===== src/hw/nadc_pkg.sv =====
// constants shared by the nibble alu block
// assumes a 4-bit core datapath on one 40 MHz clock
package nadc_pkg;
  localparam int NADC_W = 4;
  localparam logic [3:0] NADC_ZERO = 4'h0;
  localparam logic [3:0] NADC_NINE = 4'h9;
  localparam logic [3:0] NADC_SIX = 4'h6;
  localparam logic [3:0] NADC_TEN = 4'hA;
  // status word bit positions
  localparam int NADC_SW_CMP = 3;
  localparam int NADC_SW_CY = 2;
  localparam int NADC_SW_Z = 1;
  localparam int NADC_SW_B0 = 0;
  // system register nibble: decimal flag position
  localparam int NADC_SYS_DEC = 0;
  localparam logic [3:0] NADC_SW_RST = 4'h0;
  localparam logic [3:0] NADC_SYS_RST = 4'h0;
  // apb register map (byte addresses)
  localparam logic [7:0] NADC_A_CMD = 8'h00;
  localparam logic [7:0] NADC_A_OPS = 8'h04;
  localparam logic [7:0] NADC_A_SW = 8'h08;
  localparam logic [7:0] NADC_A_SYS = 8'h0C;
  localparam logic [7:0] NADC_A_RES = 8'h10;
  localparam logic [7:0] NADC_A_IDX = 8'h14;
  typedef enum logic [2:0] {
    NADC_ADD, NADC_ADD_WITH_CARRY_OP, NADC_SUB, NADC_SUBTRACT_WITH_BORROW_OP, NADC_OR, NADC_AND, NADC_XOR
  } nadc_op_e;
endpackage


===== src/hw/nadc_if.sv =====
// interface carrying one alu request and its answer
// assumes a single clock domain
interface nadc_if;
  logic [2:0] op;
  logic [3:0] a;
  logic [3:0] b;
  logic cy_in;
  logic dec;
  logic [3:0] res;
  logic cy_out;
  logic is_zero;
  logic is_arith;
  modport core (input op, a, b, cy_in, dec, output res, cy_out, is_zero, is_arith);
  modport user (output op, a, b, cy_in, dec, input res, cy_out, is_zero, is_arith);
endinterface


===== src/hw/nadc_top.sv =====
// nibble alu with status word, system nibble, register bank and data memory over apb
// assumes an apb master on the same 40 MHz clock; no interrupts, no buffering
// Function
// - compare-only with binary mode: compute add/sub but never write back
// - compare-only: carry set on carry or borrow, else cleared
// - compare-only: zero kept on 0000, cleared on nonzero result
// - decimal write-back: carry set when result above nine or below zero
// - decimal write-back: zero set when stored result is 0000
// - decimal result is binary result passed with carry through adjustment
// - out-of-range decimal sets carry, nibble may be ten or more
// - compare-only plus decimal: decimal flags, no write-back
// - arithmetic into status word without compare-only stores the result over flags
// - status word target with compare-only: not stored, flags update normally
// - decimal flag lives in bit zero of a separate system nibble
// - status word: compare-only bit 3, carry bit 2, zero bit 1
// - logic ops ignore mode flags, always write, leave carry and zero unless the status word is the target
// - index enable adds index register to logic memory operand address
// - forms: register with memory, or memory with immediate; result to first
// - binary write-back: carry on overflow or borrow, zero only for 0000
// - carrying variants use carry flag and reload it
module nadc_top #(
  parameter int MEM_DEPTH = 16,
  parameter int MEM_AW = 4
) (
  // clock and reset
  input wire logic clock_in,
  input wire logic resetn_in,
  // apb slave
  input wire logic psel_in,
  input wire logic penable_in,
  input wire logic pwrite_in,
  input wire logic [7:0] paddr_in,
  input wire logic [31:0] pwdata_in,
  output logic [31:0] prdata_out,
  output logic pready_out,
  output logic pslverr_out,
  // visible state
  output logic [3:0] status_word_out,
  output logic busy_out
);
  typedef enum logic [1:0] {NADC_IDLE, NADC_READ, NADC_EXEC} nadc_st_e;
  nadc_st_e st_r;
  logic [3:0] status_word_r;
  logic [3:0] sys_r;
  logic [3:0] res_r;
  logic [3:0] gr_r [16];
  logic [3:0] idx_r;
  logic [2:0] op_r;
  logic form_r;
  logic sw_tgt_r;
  logic idx_en_r;
  logic [3:0] rsel_r;
  logic [MEM_AW-1:0] maddr_r;
  logic [3:0] imm_r;
  logic [MEM_AW-1:0] eff_addr;
  logic mem_we;
  logic [3:0] mem_rd;
  logic [3:0] a_val;
  logic [3:0] b_val;
  logic wb_en;
  logic acc;
  logic wr;
  logic [3:0] wdata;
  logic [31:0] rd_nxt;
  logic rd_err;
  nadc_if alu ();
  nadc_core u_core (
    .alu(alu)
  );
  assign acc = psel_in && penable_in && pready_out;
  assign wr = acc && pwrite_in;
  assign wdata = pwdata_in[3:0];
  // index modifies the memory address for logic operations
  always_comb begin
    eff_addr = maddr_r;
    if (idx_en_r && (op_r >= 3'(nadc_pkg::NADC_OR))) begin
      eff_addr = maddr_r + MEM_AW'(idx_r);
    end
  end
  // form 0: register with memory; form 1: memory with immediate
  always_comb begin
    if (form_r) begin
      a_val = mem_rd;
      b_val = imm_r;
    end else begin
      a_val = gr_r[rsel_r];
      b_val = mem_rd;
    end
    if (sw_tgt_r) begin
      a_val = status_word_r;
    end
  end
  assign alu.op = op_r;
  assign alu.a = a_val;
  assign alu.b = b_val;
  assign alu.cy_in = status_word_r[nadc_pkg::NADC_SW_CY];
  assign alu.dec = sys_r[nadc_pkg::NADC_SYS_DEC];
  // logic ops always write; arithmetic writes only with compare-only clear
  assign wb_en = !alu.is_arith || !status_word_r[nadc_pkg::NADC_SW_CMP];
  assign mem_we = (st_r == NADC_EXEC) && wb_en && form_r && !sw_tgt_r;
  nadc_mem #(
    .DEPTH(MEM_DEPTH),
    .AW(MEM_AW)
  ) u_mem (
    .clock_in(clock_in),
    .we_in(mem_we),
    .waddr_in(eff_addr),
    .wdata_in(alu.res),
    .raddr_in(eff_addr),
    .rdata_out(mem_rd)
  );
  // sequencer: one cycle for the registered memory read, one to execute
  always_ff @(posedge clock_in) begin
    if (!resetn_in) begin
      st_r <= NADC_IDLE;
    end else begin
      case (st_r)
        NADC_IDLE: begin
          if (wr && (paddr_in == nadc_pkg::NADC_A_CMD)) begin
            st_r <= NADC_READ;
          end
        end
        NADC_READ: st_r <= NADC_EXEC;
        NADC_EXEC: st_r <= NADC_IDLE;
        default: st_r <= NADC_IDLE;
      endcase
    end
  end
  // command word: op, form, status target, register select, memory address, immediate
  always_ff @(posedge clock_in) begin
    if (!resetn_in) begin
      op_r <= 3'h0;
      form_r <= 1'b0;
      sw_tgt_r <= 1'b0;
      rsel_r <= 4'h0;
      maddr_r <= '0;
      imm_r <= 4'h0;
    end else if (wr && (paddr_in == nadc_pkg::NADC_A_CMD) && (st_r == NADC_IDLE)) begin
      op_r <= pwdata_in[2:0];
      form_r <= pwdata_in[3];
      sw_tgt_r <= pwdata_in[4];
      rsel_r <= pwdata_in[11:8];
      maddr_r <= pwdata_in[12 +: MEM_AW];
      imm_r <= pwdata_in[23:20];
    end
  end
  // status word: hardware flag update wins over software write in execute cycle
  always_ff @(posedge clock_in) begin
    if (!resetn_in) begin
      status_word_r <= nadc_pkg::NADC_SW_RST;
    end else if ((st_r == NADC_EXEC) && alu.is_arith) begin
      if (sw_tgt_r && wb_en) begin
        status_word_r <= alu.res;
      end else begin
        status_word_r[nadc_pkg::NADC_SW_CY] <= alu.cy_out;
        if (status_word_r[nadc_pkg::NADC_SW_CMP]) begin
          if (!alu.is_zero) begin
            status_word_r[nadc_pkg::NADC_SW_Z] <= 1'b0;
          end
        end else begin
          status_word_r[nadc_pkg::NADC_SW_Z] <= alu.is_zero;
        end
      end
    end else if ((st_r == NADC_EXEC) && sw_tgt_r) begin
      status_word_r <= alu.res;
    end else if (wr && (paddr_in == nadc_pkg::NADC_A_SW)) begin
      status_word_r <= wdata;
    end
  end
  always_ff @(posedge clock_in) begin
    if (!resetn_in) begin
      sys_r <= nadc_pkg::NADC_SYS_RST;
      idx_r <= 4'h0;
      idx_en_r <= 1'b0;
    end else begin
      if (wr && (paddr_in == nadc_pkg::NADC_A_SYS)) begin
        sys_r <= wdata;
      end
      if (wr && (paddr_in == nadc_pkg::NADC_A_IDX)) begin
        idx_r <= wdata;
        idx_en_r <= pwdata_in[8];
      end
    end
  end
  // general register bank written by apb or by register-form results
  always_ff @(posedge clock_in) begin
    if (!resetn_in) begin
      for (int i = 0; i < 16; i++) begin
        gr_r[i] <= 4'h0;
      end
    end else if ((st_r == NADC_EXEC) && wb_en && !form_r && !sw_tgt_r) begin
      gr_r[rsel_r] <= alu.res;
    end else if (wr && (paddr_in[7:6] == 2'h1)) begin
      gr_r[paddr_in[5:2]] <= wdata;
    end
  end
  always_ff @(posedge clock_in) begin
    if (!resetn_in) begin
      res_r <= 4'h0;
    end else if (st_r == NADC_EXEC) begin
      res_r <= alu.res;
    end
  end
  // apb read mux; unmapped addresses answer with slverr
  always_comb begin
    rd_nxt = 32'h0;
    rd_err = 1'b0;
    if (paddr_in[7:6] == 2'h1) begin
      rd_nxt = {28'h0, gr_r[paddr_in[5:2]]};
    end else begin
      case (paddr_in)
        nadc_pkg::NADC_A_CMD: rd_nxt = {31'h0, st_r != NADC_IDLE};
        nadc_pkg::NADC_A_OPS: rd_nxt = {28'h0, mem_rd};
        nadc_pkg::NADC_A_SW: rd_nxt = {28'h0, status_word_r};
        nadc_pkg::NADC_A_SYS: rd_nxt = {28'h0, sys_r};
        nadc_pkg::NADC_A_RES: rd_nxt = {28'h0, res_r};
        nadc_pkg::NADC_A_IDX: rd_nxt = {23'h0, idx_en_r, 4'h0, idx_r};
        default: rd_err = 1'b1;
      endcase
    end
  end
  // pready is registered: every access takes exactly one wait state
  always_ff @(posedge clock_in) begin
    if (!resetn_in) begin
      pready_out <= 1'b0;
      prdata_out <= 32'h0;
      pslverr_out <= 1'b0;
    end else begin
      pready_out <= psel_in && penable_in && !pready_out;
      if (psel_in && penable_in && !pready_out) begin
        prdata_out <= pwrite_in ? 32'h0 : rd_nxt;
        pslverr_out <= rd_err;
      end else begin
        pslverr_out <= 1'b0;
      end
    end
  end
  always_ff @(posedge clock_in) begin
    if (!resetn_in) begin
      status_word_out <= nadc_pkg::NADC_SW_RST;
      busy_out <= 1'b0;
    end else begin
      status_word_out <= status_word_r;
      busy_out <= (st_r == NADC_IDLE) ? (wr && (paddr_in == nadc_pkg::NADC_A_CMD))
                                      : (st_r == NADC_READ);
    end
  end
  chk_cmp_no_wb: assert property (@(posedge clock_in) disable iff (!resetn_in)
    (st_r == NADC_EXEC && alu.is_arith && status_word_r[3] && !form_r && !sw_tgt_r)
    |=> gr_r[$past(rsel_r)] == $past(gr_r[rsel_r]))
    else $error("compare-only wrote back");
  chk_cmp_zero_hold: assert property (@(posedge clock_in) disable iff (!resetn_in)
    (st_r == NADC_EXEC && alu.is_arith && status_word_r[3] && !sw_tgt_r)
    |=> status_word_r[1] == ($past(status_word_r[1]) && $past(alu.is_zero)))
    else $error("compare zero not accumulated");
  chk_carry_upd: assert property (@(posedge clock_in) disable iff (!resetn_in)
    (st_r == NADC_EXEC && alu.is_arith && !(sw_tgt_r && wb_en))
    |=> status_word_r[2] == $past(alu.cy_out))
    else $error("carry flag not updated");
  chk_dec_range: assert property (@(posedge clock_in) disable iff (!resetn_in)
    (st_r == NADC_EXEC && alu.is_arith && sys_r[0] && alu.res > 4'h9) |-> alu.cy_out)
    else $error("decimal overflow without carry");
  chk_bin_zero: assert property (@(posedge clock_in) disable iff (!resetn_in)
    (st_r == NADC_EXEC && alu.is_arith && !status_word_r[3] && !sw_tgt_r)
    |=> status_word_r[1] == $past(alu.is_zero))
    else $error("zero flag wrong");
  chk_sw_target: assert property (@(posedge clock_in) disable iff (!resetn_in)
    (st_r == NADC_EXEC && sw_tgt_r && wb_en) |=> status_word_r == $past(alu.res))
    else $error("status word target not stored");
  chk_logic_flags: assert property (@(posedge clock_in) disable iff (!resetn_in)
    (st_r == NADC_EXEC && !alu.is_arith && !sw_tgt_r) |=> $stable(status_word_r[2:1]))
    else $error("logic op touched flags");
  chk_plain_nocy: assert property (@(posedge clock_in) disable iff (!resetn_in)
    (st_r == NADC_EXEC && op_r == 3'(nadc_pkg::NADC_ADD) && !sys_r[0])
    |-> alu.res == 4'(a_val + b_val))
    else $error("plain add used carry");
  chk_seq_len: assert property (@(posedge clock_in) disable iff (!resetn_in)
    (st_r == NADC_READ) |=> (st_r == NADC_EXEC) ##1 (st_r == NADC_IDLE))
    else $error("sequence length wrong");
  cov_cmp_chain: cover property (@(posedge clock_in) disable iff (!resetn_in)
    st_r == NADC_EXEC && status_word_r[3] && alu.is_arith);
  cov_dec_carry: cover property (@(posedge clock_in) disable iff (!resetn_in)
    st_r == NADC_EXEC && sys_r[0] && alu.cy_out);
  cov_logic_idx: cover property (@(posedge clock_in) disable iff (!resetn_in)
    st_r == NADC_EXEC && !alu.is_arith && idx_en_r);
  cov_sw_target: cover property (@(posedge clock_in) disable iff (!resetn_in)
    st_r == NADC_EXEC && sw_tgt_r && alu.is_arith);
  cov_dec_cmp: cover property (@(posedge clock_in) disable iff (!resetn_in)
    st_r == NADC_EXEC && sys_r[0] && status_word_r[3] && alu.is_arith);
  // reference sums built from the operands, not from the core's adjust path
  logic [4:0] dsum_chk;
  assign dsum_chk = {1'b0, a_val} + {1'b0, b_val};
  chk_dec_add_ok: assert property (@(posedge clock_in) disable iff (!resetn_in)
    (st_r == NADC_EXEC && sys_r[0] && op_r == 3'(nadc_pkg::NADC_ADD) && dsum_chk <= 5'h13)
    |-> alu.cy_out == (dsum_chk > 5'h09)
        && alu.res == 4'((dsum_chk > 5'h09) ? dsum_chk - 5'h0A : dsum_chk))
    else $error("decimal add wrong");
  // only differences from minus ten to nine have a defined decimal result
  chk_dec_sub_ok: assert property (@(posedge clock_in) disable iff (!resetn_in)
    (st_r == NADC_EXEC && sys_r[0] && op_r == 3'(nadc_pkg::NADC_SUB)
      && {1'b0, a_val} <= {1'b0, b_val} + 5'h09 && {1'b0, b_val} <= {1'b0, a_val} + 5'h0A)
    |-> alu.cy_out == (a_val < b_val)
        && alu.res == ((a_val < b_val) ? 4'(a_val - b_val + nadc_pkg::NADC_TEN)
                                        : 4'(a_val - b_val)))
    else $error("decimal subtract wrong");
  // binary results compared as one five-bit value, carry on top
  chk_bin_add_ok: assert property (@(posedge clock_in) disable iff (!resetn_in)
    (st_r == NADC_EXEC && !sys_r[0] && op_r == 3'(nadc_pkg::NADC_ADD))
    |-> {alu.cy_out, alu.res} == dsum_chk)
    else $error("binary add wrong");
  chk_bin_sub_ok: assert property (@(posedge clock_in) disable iff (!resetn_in)
    (st_r == NADC_EXEC && !sys_r[0] && op_r == 3'(nadc_pkg::NADC_SUB))
    |-> {alu.cy_out, alu.res} == {1'b0, a_val} - {1'b0, b_val})
    else $error("binary subtract wrong");
  chk_add_with_carry_op_carry: assert property (@(posedge clock_in) disable iff (!resetn_in)
    (st_r == NADC_EXEC && !sys_r[0] && op_r == 3'(nadc_pkg::NADC_ADD_WITH_CARRY_OP))
    |-> {alu.cy_out, alu.res} == dsum_chk + {4'h0, status_word_r[2]})
    else $error("add with carry wrong");
  chk_subtract_with_borrow_op_borrow: assert property (@(posedge clock_in) disable iff (!resetn_in)
    (st_r == NADC_EXEC && !sys_r[0] && op_r == 3'(nadc_pkg::NADC_SUBTRACT_WITH_BORROW_OP))
    |-> {alu.cy_out, alu.res} == {1'b0, a_val} - {1'b0, b_val} - {4'h0, status_word_r[2]})
    else $error("subtract with borrow wrong");
  chk_logic_bits: assert property (@(posedge clock_in) disable iff (!resetn_in)
    (st_r == NADC_EXEC && op_r >= 3'(nadc_pkg::NADC_OR) && op_r <= 3'(nadc_pkg::NADC_XOR))
    |-> alu.res == ((op_r == 3'(nadc_pkg::NADC_OR)) ? (a_val | b_val)
        : (op_r == 3'(nadc_pkg::NADC_AND)) ? (a_val & b_val) : (a_val ^ b_val)))
    else $error("logic result wrong");
  chk_logic_write: assert property (@(posedge clock_in) disable iff (!resetn_in)
    (st_r == NADC_EXEC && !alu.is_arith && !form_r && !sw_tgt_r)
    |=> gr_r[$past(rsel_r)] == $past(alu.res))
    else $error("logic result not written");
  // busy covers exactly the read and execute cycles
  chk_busy_len: assert property (@(posedge clock_in) disable iff (!resetn_in)
    $rose(busy_out) |=> busy_out ##1 !busy_out)
    else $error("busy width wrong");
  chk_sw_mirror: assert property (@(posedge clock_in) disable iff (!resetn_in)
    1'b1 |=> status_word_out == $past(status_word_r))
    else $error("status word pin out of step");
endmodule


===== src/hw/nadc_core.sv =====
// combinational nibble alu: binary/decimal add/sub and bitwise logic
// assumes operands are stable while the caller samples the answer
module nadc_core (
  nadc_if.core alu
);
  logic [4:0] bin;
  logic [4:0] adj;
  logic use_cy;
  logic is_add;
  always_comb begin
    use_cy = (alu.op == nadc_pkg::NADC_ADD_WITH_CARRY_OP) || (alu.op == nadc_pkg::NADC_SUBTRACT_WITH_BORROW_OP);
    is_add = (alu.op == nadc_pkg::NADC_ADD) || (alu.op == nadc_pkg::NADC_ADD_WITH_CARRY_OP);
    if (is_add) begin
      bin = {1'b0, alu.a} + {1'b0, alu.b} + {4'h0, use_cy & alu.cy_in};
    end else begin
      bin = {1'b0, alu.a} - {1'b0, alu.b} - {4'h0, use_cy & alu.cy_in};
    end
    // decimal adjust follows the binary stage, carry included
    adj = bin;
    if (alu.dec) begin
      if (is_add) begin
        if (bin[4] || (bin[3:0] > nadc_pkg::NADC_NINE)) begin
          adj = {1'b1, bin[3:0] + nadc_pkg::NADC_SIX};
        end
      end else if (bin[4]) begin
        adj = {1'b1, bin[3:0] - nadc_pkg::NADC_SIX};
      end else if (bin[3:0] > nadc_pkg::NADC_NINE) begin
        adj = {1'b1, bin[3:0]};
      end
    end
  end
  always_comb begin
    alu.is_arith = 1'b1;
    alu.res = adj[3:0];
    alu.cy_out = adj[4];
    case (alu.op)
      nadc_pkg::NADC_OR: begin
        alu.res = alu.a | alu.b;
        alu.is_arith = 1'b0;
      end
      nadc_pkg::NADC_AND: begin
        alu.res = alu.a & alu.b;
        alu.is_arith = 1'b0;
      end
      nadc_pkg::NADC_XOR: begin
        alu.res = alu.a ^ alu.b;
        alu.is_arith = 1'b0;
      end
      default: begin
      end
    endcase
    alu.is_zero = (alu.res == nadc_pkg::NADC_ZERO);
  end
endmodule


===== src/hw/nadc_mem.sv =====
// small nibble data memory with registered read data
// assumes one write port and one read port on the core clock
module nadc_mem #(
  parameter int DEPTH = 16,
  parameter int AW = 4
) (
  // clock
  input wire logic clock_in,
  // write port
  input wire logic we_in,
  input wire logic [AW-1:0] waddr_in,
  input wire logic [3:0] wdata_in,
  // read port
  input wire logic [AW-1:0] raddr_in,
  output logic [3:0] rdata_out
);
  logic [3:0] mem_r [DEPTH];
  always_ff @(posedge clock_in) begin
    if (we_in) begin
      mem_r[waddr_in] <= wdata_in;
    end
  end
  always_ff @(posedge clock_in) begin
    rdata_out <= mem_r[raddr_in];
  end
endmodule


===== config.mk =====
export PLATFORM = sky130hd
export DESIGN_NAME = nadc_top
export DESIGN_NICKNAME = d
export VERILOG_FILES = /design/src/hw/nadc_pkg.sv /design/src/hw/nadc_if.sv /design/src/hw/nadc_top.sv /design/src/hw/nadc_core.sv /design/src/hw/nadc_mem.sv
export SDC_FILE = /design/constraint.sdc
export NUM_CORES = 1
export LEC_CHECK = 0
export BUFFER_PORTS_ARGS = -buffer_cell sky130_fd_sc_hd__buf_2
export CAP_MARGIN = 20
export CORE_UTILIZATION = 55
export CTS_BUF_LIST = sky130_fd_sc_hd__clkbuf_4
export DETAILED_ROUTE_END_ITERATION = 10
export MAX_ROUTING_LAYER = met4
export PLACE_DENSITY_LB_ADDON = 0.05
export SLEW_MARGIN = 20
export SYNTH_ARGS = -nofsm -noshare
export SYNTH_HDL_FRONTEND = slang
export SYNTH_SLANG_ARGS = --single-unit

===== constraint.sdc =====
create_clock -name clock_in -period 15.9 [get_ports clock_in]
set_input_delay 1.59 -clock clock_in [delete_from_list [all_inputs] [get_ports clock_in]]
set_output_delay 1.59 -clock clock_in [all_outputs]
set_load 0.02 [all_outputs]

==> out/metrics.cfg, run 1 <==
[outcome]
status = completed

[synth]
yosysSeqAreaShare_pct = 51.26
synth.area.top_cells = edfxtp_1, dfxtp_1, mux4_2, mux2i_1, nor2_1
yosysTopAreaCell = edfxtp_1
synth_top_area_share_pct = 39.68
synth-warning-count = 0
netlist_area_sq_um = 9686
ys_ff_latch = 184
synthCells = 856
synth_cell_type_count = 74
async_reset_ff_share_pct = 0
avgSynthCellArea_sq_um = 11.31
ys.flop_type = edfxtp_1
synth-edff-count = 128

[clock_network]
htree_levels = 4
cts_sinks = 184
clkTransAtPathRegs_ns = 0.17
worstSkewPairLatency_ns = 0.59
postCtsSetupBuffers = 0
root_buffer = clkbuf_4
postCtsHoldBufs = 0
cts_resized = 0
clockBufferDepth = 2
numCtsBuffers = 17
cts_tree = built

[timing]
fin_crit_sh_pct = 35.58
setup_viol = 0
rsz0062_at_grt = false
relSlewSlack_pct = 29.18
fin_worst_skew_ns = 0.01917
setup-tns-final_ns = 0
period_needed_ns = 5.658
fmax_mhz = 176.7
slew_violations = 0
hold_viol_final = 0
worst_pin_slew_ns = 1.062

[routing]
routed_via_density = 6.221
ant_nets = 0
routed-via-count = 6936
initialDrtViolationCount = 617
first_pass_iters = 5
drc = 0
wl_microns = 24480
wl_per_cell_microns = 21.96

[floorplanning]
initial_utilization_pct = 56.19
core-area_sq_um = 17240
num_io_pins = 84
die_w_microns = 134.7
die_h_microns = 134.7
rows = 48
dieArea_sq_um = 18140

[placed_design]
post-dp-hpwl_microns = 17680
place_area_sq_um = 9982
port_buffers = 41
routabilityCongestion = 0.9455

[layout]
area_growth_syn_to_layout_pct = 6.188
drive_gt1_share_pct = 16.76
layout.nets = 943
finalInstanceArea_sq_um = 10280
fin_util_pct = 59.67

[hold_path]
holdPathStages = 2
hold_path_class = register to register
min_from = res_r[2]$_SDFFE_PN0N_
min_to = res_r[2]$_SDFFE_PN0N_

[critical_path]
startpoint_type = register
end_kind = register
reg2reg_depth = 16
crit_path_max_fanout = 20
r2r_end = gr_r[4][2]$_SDFFCE_PN0P_
critPathArrivalTime_ns = 6.01
cp.required_ns = 16.25
path_class = register to register
reg2reg_slack_ns = 10.24

[grt]
grt_max_degree = 33
grt_pass1_wl_microns = 38140
track_usage_pct = 29.34
antenna_found_initial = 1
grt.overflow.total = 0
grt_pass1_vias = 6739

[power_and_ir_drop]
irDropWorstVdd_v = 0.00005896
p_leak_nw = 3.577
power_density_nw_per_um2 = 82.07

[run]
cap_viol_max_count = 0

==> worst max-delay path, cell delays in order, from the launching register on <==
cell and delay [ns]:
dfxtp_1 0.89, mux4_2 0.44, mux4_2 0.50, mux2_2 0.29, o21bai_1 0.26, ha_1 0.30, inv_1 0.13, ha_1 0.29
a21oi_1 0.18, xnor2_1 0.23, a21oi_1 0.27, o31ai_2 0.32, a31oi_2 0.11, buf_4 0.24, mux2i_2 0.65, buf_6 0.23
nor2_1 0.05
==> flip-flops by register name (all words and copies together) (netlist names), named ones only <==
signal           cells
idx_en_r             1
busy_out             1
imm_r                4
prdata_out           5
alu.op               3
res_r                4
gr_r                64
status_word_out      4
rsel_r               4
maddr_r              4
u_mem.mem_r         64
form_r               1
sys_r                4
idx_r                4
sw_tgt_r             1
st_r                 2
pslverr_out          1
status_word_r        4
u_mem.rdata_out      4
pready_out           1
==> metrics by stage <==
stage	total power [mW]	hold WS [ns]	setup slack [ns]	std cells
3_3_place_gp	0.5905	0.4475	10.20	1080
4_1_cts	0.8455	0.4703	10.05	1114
3_5_place_dp	0.5924	0.4496	10.11	1082
5_1_grt	0.8720	0.5014	10.07	1115
2_1_floorplan	0.5760	0.4329	10.66	882
6_report	0.8440	0.4713	10.24	1115
==> per-layer routing <==
metal | GRT usage (%) | vias up | routed length [microns]
met2 | 47.37 | 341 | 11950
met1 | 38.20 | 3437 | 10200
met5 | - | - | 0
li1 | - | 3114 | -
met3 | 5.743 | 44 | 1909
met4 | 7.366 | 0 | 415
==> report_power, final <==
part           switching, mW  leakage [nW]  internal, mW
sequential           0.00368          1.69         0.517
clock                  0.189         0.158        0.0725
combinational         0.0412          1.73        0.0208
==> worst max path at each step <==
| stage | to | from | cells past startpoint | slack (ns) |
|---|---|---|---|---|
| finish | gr_r[4][2]$_SDFFCE_PN0P_ | register | 16 | 10.24 |
| global route | gr_r[4][2]$_SDFFCE_PN0P_ | register | 16 | 10.07 |
| CTS | gr_r[4][1]$_SDFFCE_PN0P_ | register | 15 | 10.05 |
| detailed placement | gr_r[1][1]$_SDFFCE_PN0P_ | register | 15 | 10.11 |
| global placement | gr_r[14][1]$_SDFFCE_PN0P_ | register | 15 | 10.20 |
| floorplan | gr_r[0][1]$_SDFFCE_PN0P_ | register | 17 | 10.66 |
==> cell usage in the layout (no fill, tap or decap), drive strengths merged, types with 3 or more instances in the layout <==
cell type,count
buf,50
nor3b,3
a221oi,3
inv,36
conb,27
nand2,101
ha,17
a311oi,5
nor2b,9
nor3,13
and2,17
o22ai,6
fa,5
xnor2,5
or2,3
o21a,6
nand4,3
mux4,41
a21oi,34
o21ai,14
o221ai,5
mux2i,46
a31oi,12
or3,8
a22oi,9
a211oi,13
and3,8
or3b,3
nand3,10
clkinv,9
nand3b,3
nor2,116
nand2b,9
edfxtp,128
clkbuf,17
dfxtp,56
nor4,4
mux2,7
==> Yosys cell counts (13+ instances only) <==
library cell and n:
edfxtp_1 128, nor2_1 116, nand2_1 101, dfxtp_1 56, mux2i_1 45, mux4_2 41, a21oi_1 33, clkbuf_1 31
inv_1 29, buf_4 27, and2_1 17, ha_1 17, a211oi_1 13, nor3_1 13
==> final cells by class <==
class                      instances  area [sq um]
multi-input combinational        593          4335
clock buffer                      17         127.6
tap                              225         281.5
antenna                            1         2.502
inverter                          30         112.6
clock inverter                    15         163.9
fill                            1425          6952
timing repair buffer              50         296.5
sequential                       184          4965
==> kinds of logic after synthesis <==
kind of cell | Yosys count | share of synthesized area [%]
flops | 184 | 51.26
buf+inv | 105 | 5.413
other cells | 1 | 0.03872
fa+ha+maj | 22 | 3.230
xor+xnor | 7 | 0.6330
simple gates | 316 | 15.04
mux | 94 | 15.14
compound gates | 127 | 9.249
No activity file was read; power rests on OpenSTA's default activity.
==> run 2, diff against run 1 <==
Clock period 15.9 ns to 4.9 ns, I/O delays scaled along.
==> out/metrics.cfg, run 2 (synthesis gave the netlist of run 1 again) <==
[outcome]
status = completed

[layout]
finalInstanceArea_sq_um = 10530  ; +2.4%
fin_util_pct = 61.11  ; +1.4 points
layout.nets = 966  ; +2.4%
stdcell_count = 1138  ; +2.1%
area_growth_syn_to_layout_pct = 8.746
drive_gt1_share_pct = 19.63  ; +2.9 points
final_cell_mix = edfxtp_1, nor2_1, nand2_1
top_regs = gr_r x64, u_mem.mem_r x64, prdata_out x5
final_common_cell = edfxtp_1

[critical_path]
crit_path_max_fanout = 18  ; -10%
path_class = register to register
reg2reg_depth = 16  ; unchanged
startpoint_type = register
r2r_end = gr_r[14][1]$_SDFFCE_PN0P_
critPathArrivalTime_ns = 5.11  ; -0.90 ns
end_kind = register
reg2reg_slack_ns = 0.21  ; -10.04 ns
cp.required_ns = 5.32  ; -10.93 ns

[timing]
relSlewSlack_pct = 32.23  ; +3.1 points
period_needed_ns = 4.694  ; -0.9642 ns
slew_violations = 0  ; unchanged
fmax_mhz = 213.0  ; +21%
fin_worst_skew_ns = 0.02464  ; +0.005469 ns
setup_viol = 0  ; unchanged
hold_viol_final = 0  ; unchanged
fin_crit_sh_pct = 95.79  ; +60 points
setup-tns-final_ns = 0  ; unchanged
worst_pin_slew_ns = 1.013  ; -0.04962 ns

[power_and_ir_drop]
power_density_nw_per_um2 = 261.1  ; +220%
switchingPower_mw = 0.7447  ; +220%
total_power_mw = 2.750  ; +230%
irDropWorstVdd_v = 0.0002917  ; +390%
power_frac_seq_pct = 61.4  ; -0.3 points
pwr-share-clk_pct = 30.4  ; -0.5 points
combPwrFrac_pct = 8.2  ; +0.9 points
p_leak_nw = 3.721  ; +4.0%
swShare_pct = 27.08  ; -0.59 points
p_int_mw = 2.005  ; +230%

[floorplanning]
die_w_microns = 134.7  ; unchanged
dieArea_sq_um = 18140  ; unchanged
core-area_sq_um = 17240  ; unchanged
num_io_pins = 84  ; unchanged
die_h_microns = 134.7  ; unchanged
rows = 48  ; unchanged
initial_utilization_pct = 56.19  ; unchanged

[clock_network]
clkTransAtPathRegs_ns = 0.16  ; about the same
htree_levels = 4  ; unchanged
clockBufferDepth = 2  ; unchanged
root_buffer = clkbuf_4
worstSkewPairLatency_ns = 0.59  ; about the same
numCtsBuffers = 17  ; unchanged
cts_sinks = 184  ; unchanged
cts_tree = built
postCtsSetupBuffers = 0  ; unchanged

[grt]
antenna_found_initial = 1  ; unchanged
track_usage_pct = 29.34  ; about the same
grt.overflow.total = 0  ; unchanged
grt_pass1_vias = 6734  ; -0.074%
grt_max_degree = 33  ; unchanged
grt_pass1_wl_microns = 38060  ; -0.22%

[routing]
routed_via_density = 6.130  ; -1.5%
initialDrtViolationCount = 732  ; +19%
wl_microns = 24680  ; +0.81%
routed-via-count = 6976  ; +0.58%
ant_nets = 0  ; unchanged
drc = 0  ; unchanged
first_pass_iters = 7  ; +2
wl_per_cell_microns = 21.69  ; -1.2%

[run]
cap_viol_max_count = 0  ; unchanged

[placed_design]
place_area_sq_um = 10200  ; +2.2%
port_buffers = 41  ; unchanged
dp_cells = 1105  ; +2.1%
post-dp-hpwl_microns = 18040  ; +2.0%
routabilityCongestion = 0.9519  ; +0.68%

[hold_path]
min_to = maddr_r[3]$_SDFFE_PN0P_
hold_path_class = input port to register
min_from = pwdata_in[15]
holdPathStages = 3  ; +1

-- run 2: how the worst max path moves through the flow --
stage	startpoint	endpoint	slack (ns)	cells past startpoint
after CTS	register	gr_r[9][2]$_SDFFCE_PN0P_	0.03	17
after floorplan	register	gr_r[12][2]$_SDFFCE_PN0P_	0.07	18
after global routing	register	gr_r[9][3]$_SDFFCE_PN0P_	-0.04	16
final	register	gr_r[14][1]$_SDFFCE_PN0P_	0.21	16
after global placement	register	gr_r[9][2]$_SDFFCE_PN0P_	0.02	17
after detailed placement	register	gr_r[9][2]$_SDFFCE_PN0P_	-0.02	17
-- run 2: what timing repair did --
| item | CTS | global route |
|---|---|---|
| setup endpoints to repair | 6 | 66 |
| resized for setup | 1 | 8 |
| hold buffers | 0 | 0 |
| pin swaps | 0 | 3 |
-- run 2: layout make-up --
type                    instances  area (sq um)
fillers                      1394          6704
flip-flops and latches        184          4966
multi-input cells             593          4362
repair buffers                 73         520.5
well taps                     225         281.5
clock inverters                14         152.6
clock buffers                  18         135.1
inverters                      30         112.6
diodes                          1         2.502
-- run 2: per-stage QoR --
step | hold slack [ns] | setup slack (ns)
2_1_floorplan | 0.4329 | 0.07485
3_3_place_gp | 0.4476 | 0.02235
3_5_place_dp | 0.4526 | -0.02056
4_1_cts | 0.1025 | 0.03166
5_1_grt | 0.07157 | -0.03602
6_report | 0.1192 | 0.2062
-- run 2: layer usage --
metal	share of wire, %	up-vias	GRT usage (%)
li1	-	3167	-
met3	7.6	29	5.781
met4	1.2	0	7.116
met5	0	-	-
met2	50	325	47.42
met1	41	3455	38.27
-- run 2: power by group through the flow --
| stage | clock (mW) | sequential, mW | combinational (mW) |
|---|---|---|---|
| finish | 0.836 | 1.69 | 0.225 |
| global route | 0.913 | 1.69 | 0.240 |
| CTS | 0.846 | 1.69 | 0.220 |
| detailed placement | 0 | 1.72 | 0.219 |
| floorplan | 0 | 1.72 | 0.151 |
| global placement | 0 | 1.72 | 0.217 |
-- run 2: worst max-delay path, cell delays in order (launching register included) --
cell and delay, ns:
dfxtp_1 0.39, buf_12 0.20, mux4_2 0.53, mux4_2 0.53
mux2_2 0.30, o21bai_2 0.17, ha_1 0.27, inv_1 0.08
ha_1 0.28, a21oi_1 0.18, xnor2_1 0.20, a21oi_2 0.17
o21a_1 0.25, o311ai_4 0.40, mux2i_1 0.21, buf_12 0.20
nor4_1 0.15
==> run 3, diff against run 2 <==
Settings changed: MAX_ROUTING_LAYER met4 to unset.
==> out/metrics.cfg, run 3 (synthesis gave the netlist of run 1 again) <==
[grt]
grt_pass1_wl_microns = 38650  ; +1.5%
track_usage_pct = 29.24  ; -0.10 points
antenna_found_initial = 1  ; unchanged
grt_max_degree = 33  ; unchanged
grt.overflow.total = 0  ; unchanged
grt_pass1_vias = 6791  ; +0.85%

[layout]
top_regs = gr_r x64, u_mem.mem_r x64, prdata_out x5
area_growth_syn_to_layout_pct = 10.21
layout.nets = 974  ; +0.83%
final_cell_mix = edfxtp_1, nor2_1, nand2_1
final_common_cell = edfxtp_1
drive_gt1_share_pct = 20.87  ; +1.2 points
stdcell_count = 1146  ; +0.70%

[clock_network]
htree_levels = 4  ; unchanged
worstSkewPairLatency_ns = 0.60  ; about the same
root_buffer = clkbuf_4
clkTransAtPathRegs_ns = 0.19  ; +0.03 ns
cts_sinks = 184  ; unchanged
clockBufferDepth = 2  ; unchanged
numCtsBuffers = 17  ; unchanged
cts_tree = built

[power_and_ir_drop]
total_power_mw = 2.854  ; +3.8%
power_density_nw_per_um2 = 267.4  ; +2.4%
p_leak_nw = 3.774  ; +1.4%
irDropWorstVdd_v = 0.0002907  ; -0.32%

[critical_path]
crit_path_max_fanout = 16  ; -2
slowest_delay_ns = 0.52  ; about the same
cpLargestDelayFamily = multiplexers
end_kind = register
cp_slowest_cell = mux4_2
cp.required_ns = 5.22  ; -0.10 ns
path_class = register to register
critPathArrivalTime_ns = 5.00  ; -0.11 ns
startpoint_type = register
path_cells = buf_12 -> mux4_2 -> mux4_2 -> mux2i_1 -> o21a_2 -> fa_2 -> fa_1 -> mux2i_1 -> inv_1 -> buf_4 -> nand4_1 -> nor3_1 -> a41oi_1 -> o311ai_4 -> mux2i_2 -> buf_12 -> nor4_1
path_buf_inv = 4  ; +1

[floorplanning]
rows = 48  ; unchanged
die_h_microns = 134.7  ; unchanged
core-area_sq_um = 17240  ; unchanged
dieArea_sq_um = 18140  ; unchanged
initial_utilization_pct = 56.19  ; unchanged
num_io_pins = 84  ; unchanged
die_w_microns = 134.7  ; unchanged

[routing]
routed_via_density = 6.167  ; +0.60%
wl_per_cell_microns = 22.27  ; +2.7%
drc = 2  ; +2
wl_microns = 25530  ; +3.4%
initialDrtViolationCount = 714  ; -2.5%
ant_nets = 0  ; unchanged
first_pass_iters = 8  ; +1
routed-via-count = 7067  ; +1.3%

[placed_design]
port_buffers = 41  ; unchanged
dp_cells = 1107  ; +0.18%
routabilityCongestion = 0.9246  ; -2.9%
post-dp-hpwl_microns = 18540  ; +2.8%

[timing]
slew_violations = 0  ; unchanged
setup_viol = 0  ; unchanged
period_needed_ns = 4.679  ; -0.01481 ns
rsz0062_at_grt = false
hold_viol_final = 0  ; unchanged
fin_crit_sh_pct = 95.49  ; -0.30 points
worst_pin_slew_ns = 0.9834  ; -0.02927 ns
hold_slack_ns = 0.1057  ; -0.01349 ns
fin_worst_skew_ns = 0.02435  ; -0.0002835 ns
relSlewSlack_pct = 33.85  ; +1.6 points
fmax_mhz = 213.7  ; +0.32%
setup-tns-final_ns = 0  ; unchanged

[outcome]
violations = design-rule violations
status = finished, violations left

[run]
cap_viol_max_count = 0  ; unchanged

[hold_path]
hold_path_class = input port to register

==> run 3: what timing repair did <==
item	4_1_cts	5_1_grt
pin swaps	0	5
buffers inserted	0	5
setup endpoints to repair	20	85
hold buffers	0	0
resized for setup	1	15
==> run 3: area by class of cell <==
cell class / instances / area (sq um)
tap: 225 / 281.5
multi-input combinational: 593 / 4397
fill: 1422 / 6563
clock buffer: 17 / 127.6
clock inverter: 15 / 200.2
sequential: 184 / 4967
inverter: 30 / 112.6
timing repair buffer: 81 / 585.6
antenna: 1 / 2.502
==> run 3: worst register-to-register path: stages (launching register included) <==
cell,delay [ns]
dfxtp_2,0.38
buf_12,0.17
mux4_2,0.53
mux4_2,0.52
mux2i_1,0.18
o21a_2,0.23
fa_2,0.26
fa_1,0.44
mux2i_1,0.21
inv_1,0.13
buf_4,0.18
nand4_1,0.08
nor3_1,0.05
a41oi_1,0.30
o311ai_4,0.21
mux2i_2,0.27
buf_12,0.20
nor4_1,0.07
==> run 3: path summary, 6_finish.rpt <==
path	cells past startpoint	from	endpoint	slack [ns]
max	17	register	gr_r[14][1]$_SDFFCE_PN0P_	0.22
min	3	pwdata_in[15]	maddr_r[3]$_SDFFE_PN0P_	0.11
max reg2reg	17	register	gr_r[14][1]$_SDFFCE_PN0P_	0.22
min reg2reg	2	imm_r[0]$_SDFFE_PN0P_	imm_r[0]$_SDFFE_PN0P_	0.47
==> run 3: per-stage QoR <==
step	setup WS (ns)	area, sq um	util, %
floorplan	0.07485	9794	-
finish	0.2210	10670	61.93
global placement	-0.02807	10190	59.14
global route	0.02284	10670	61.93
detailed placement	-0.07048	10200	59.17
CTS	0.03809	10530	61.08
==> run 3: report_power, final <==
| group | total, mW | switching, mW | internal [mW] | leakage [nW] |
|---|---|---|---|---|
| clock | 0.934 | 0.669 | 0.265 | 0.174 |
| sequential | 1.69 | 0.0123 | 1.68 | 1.69 |
| combinational | 0.229 | 0.142 | 0.0877 | 1.91 |
==> run 3: metal layers <==
metal	vias up	part of all wire, %	global-route usage (%)
met5	-	0	0
met4	0	2.5	10.55
met3	44	8.5	6.719
met2	356	48	47.22
met1	3487	41	38.76
li1	3180	-	-
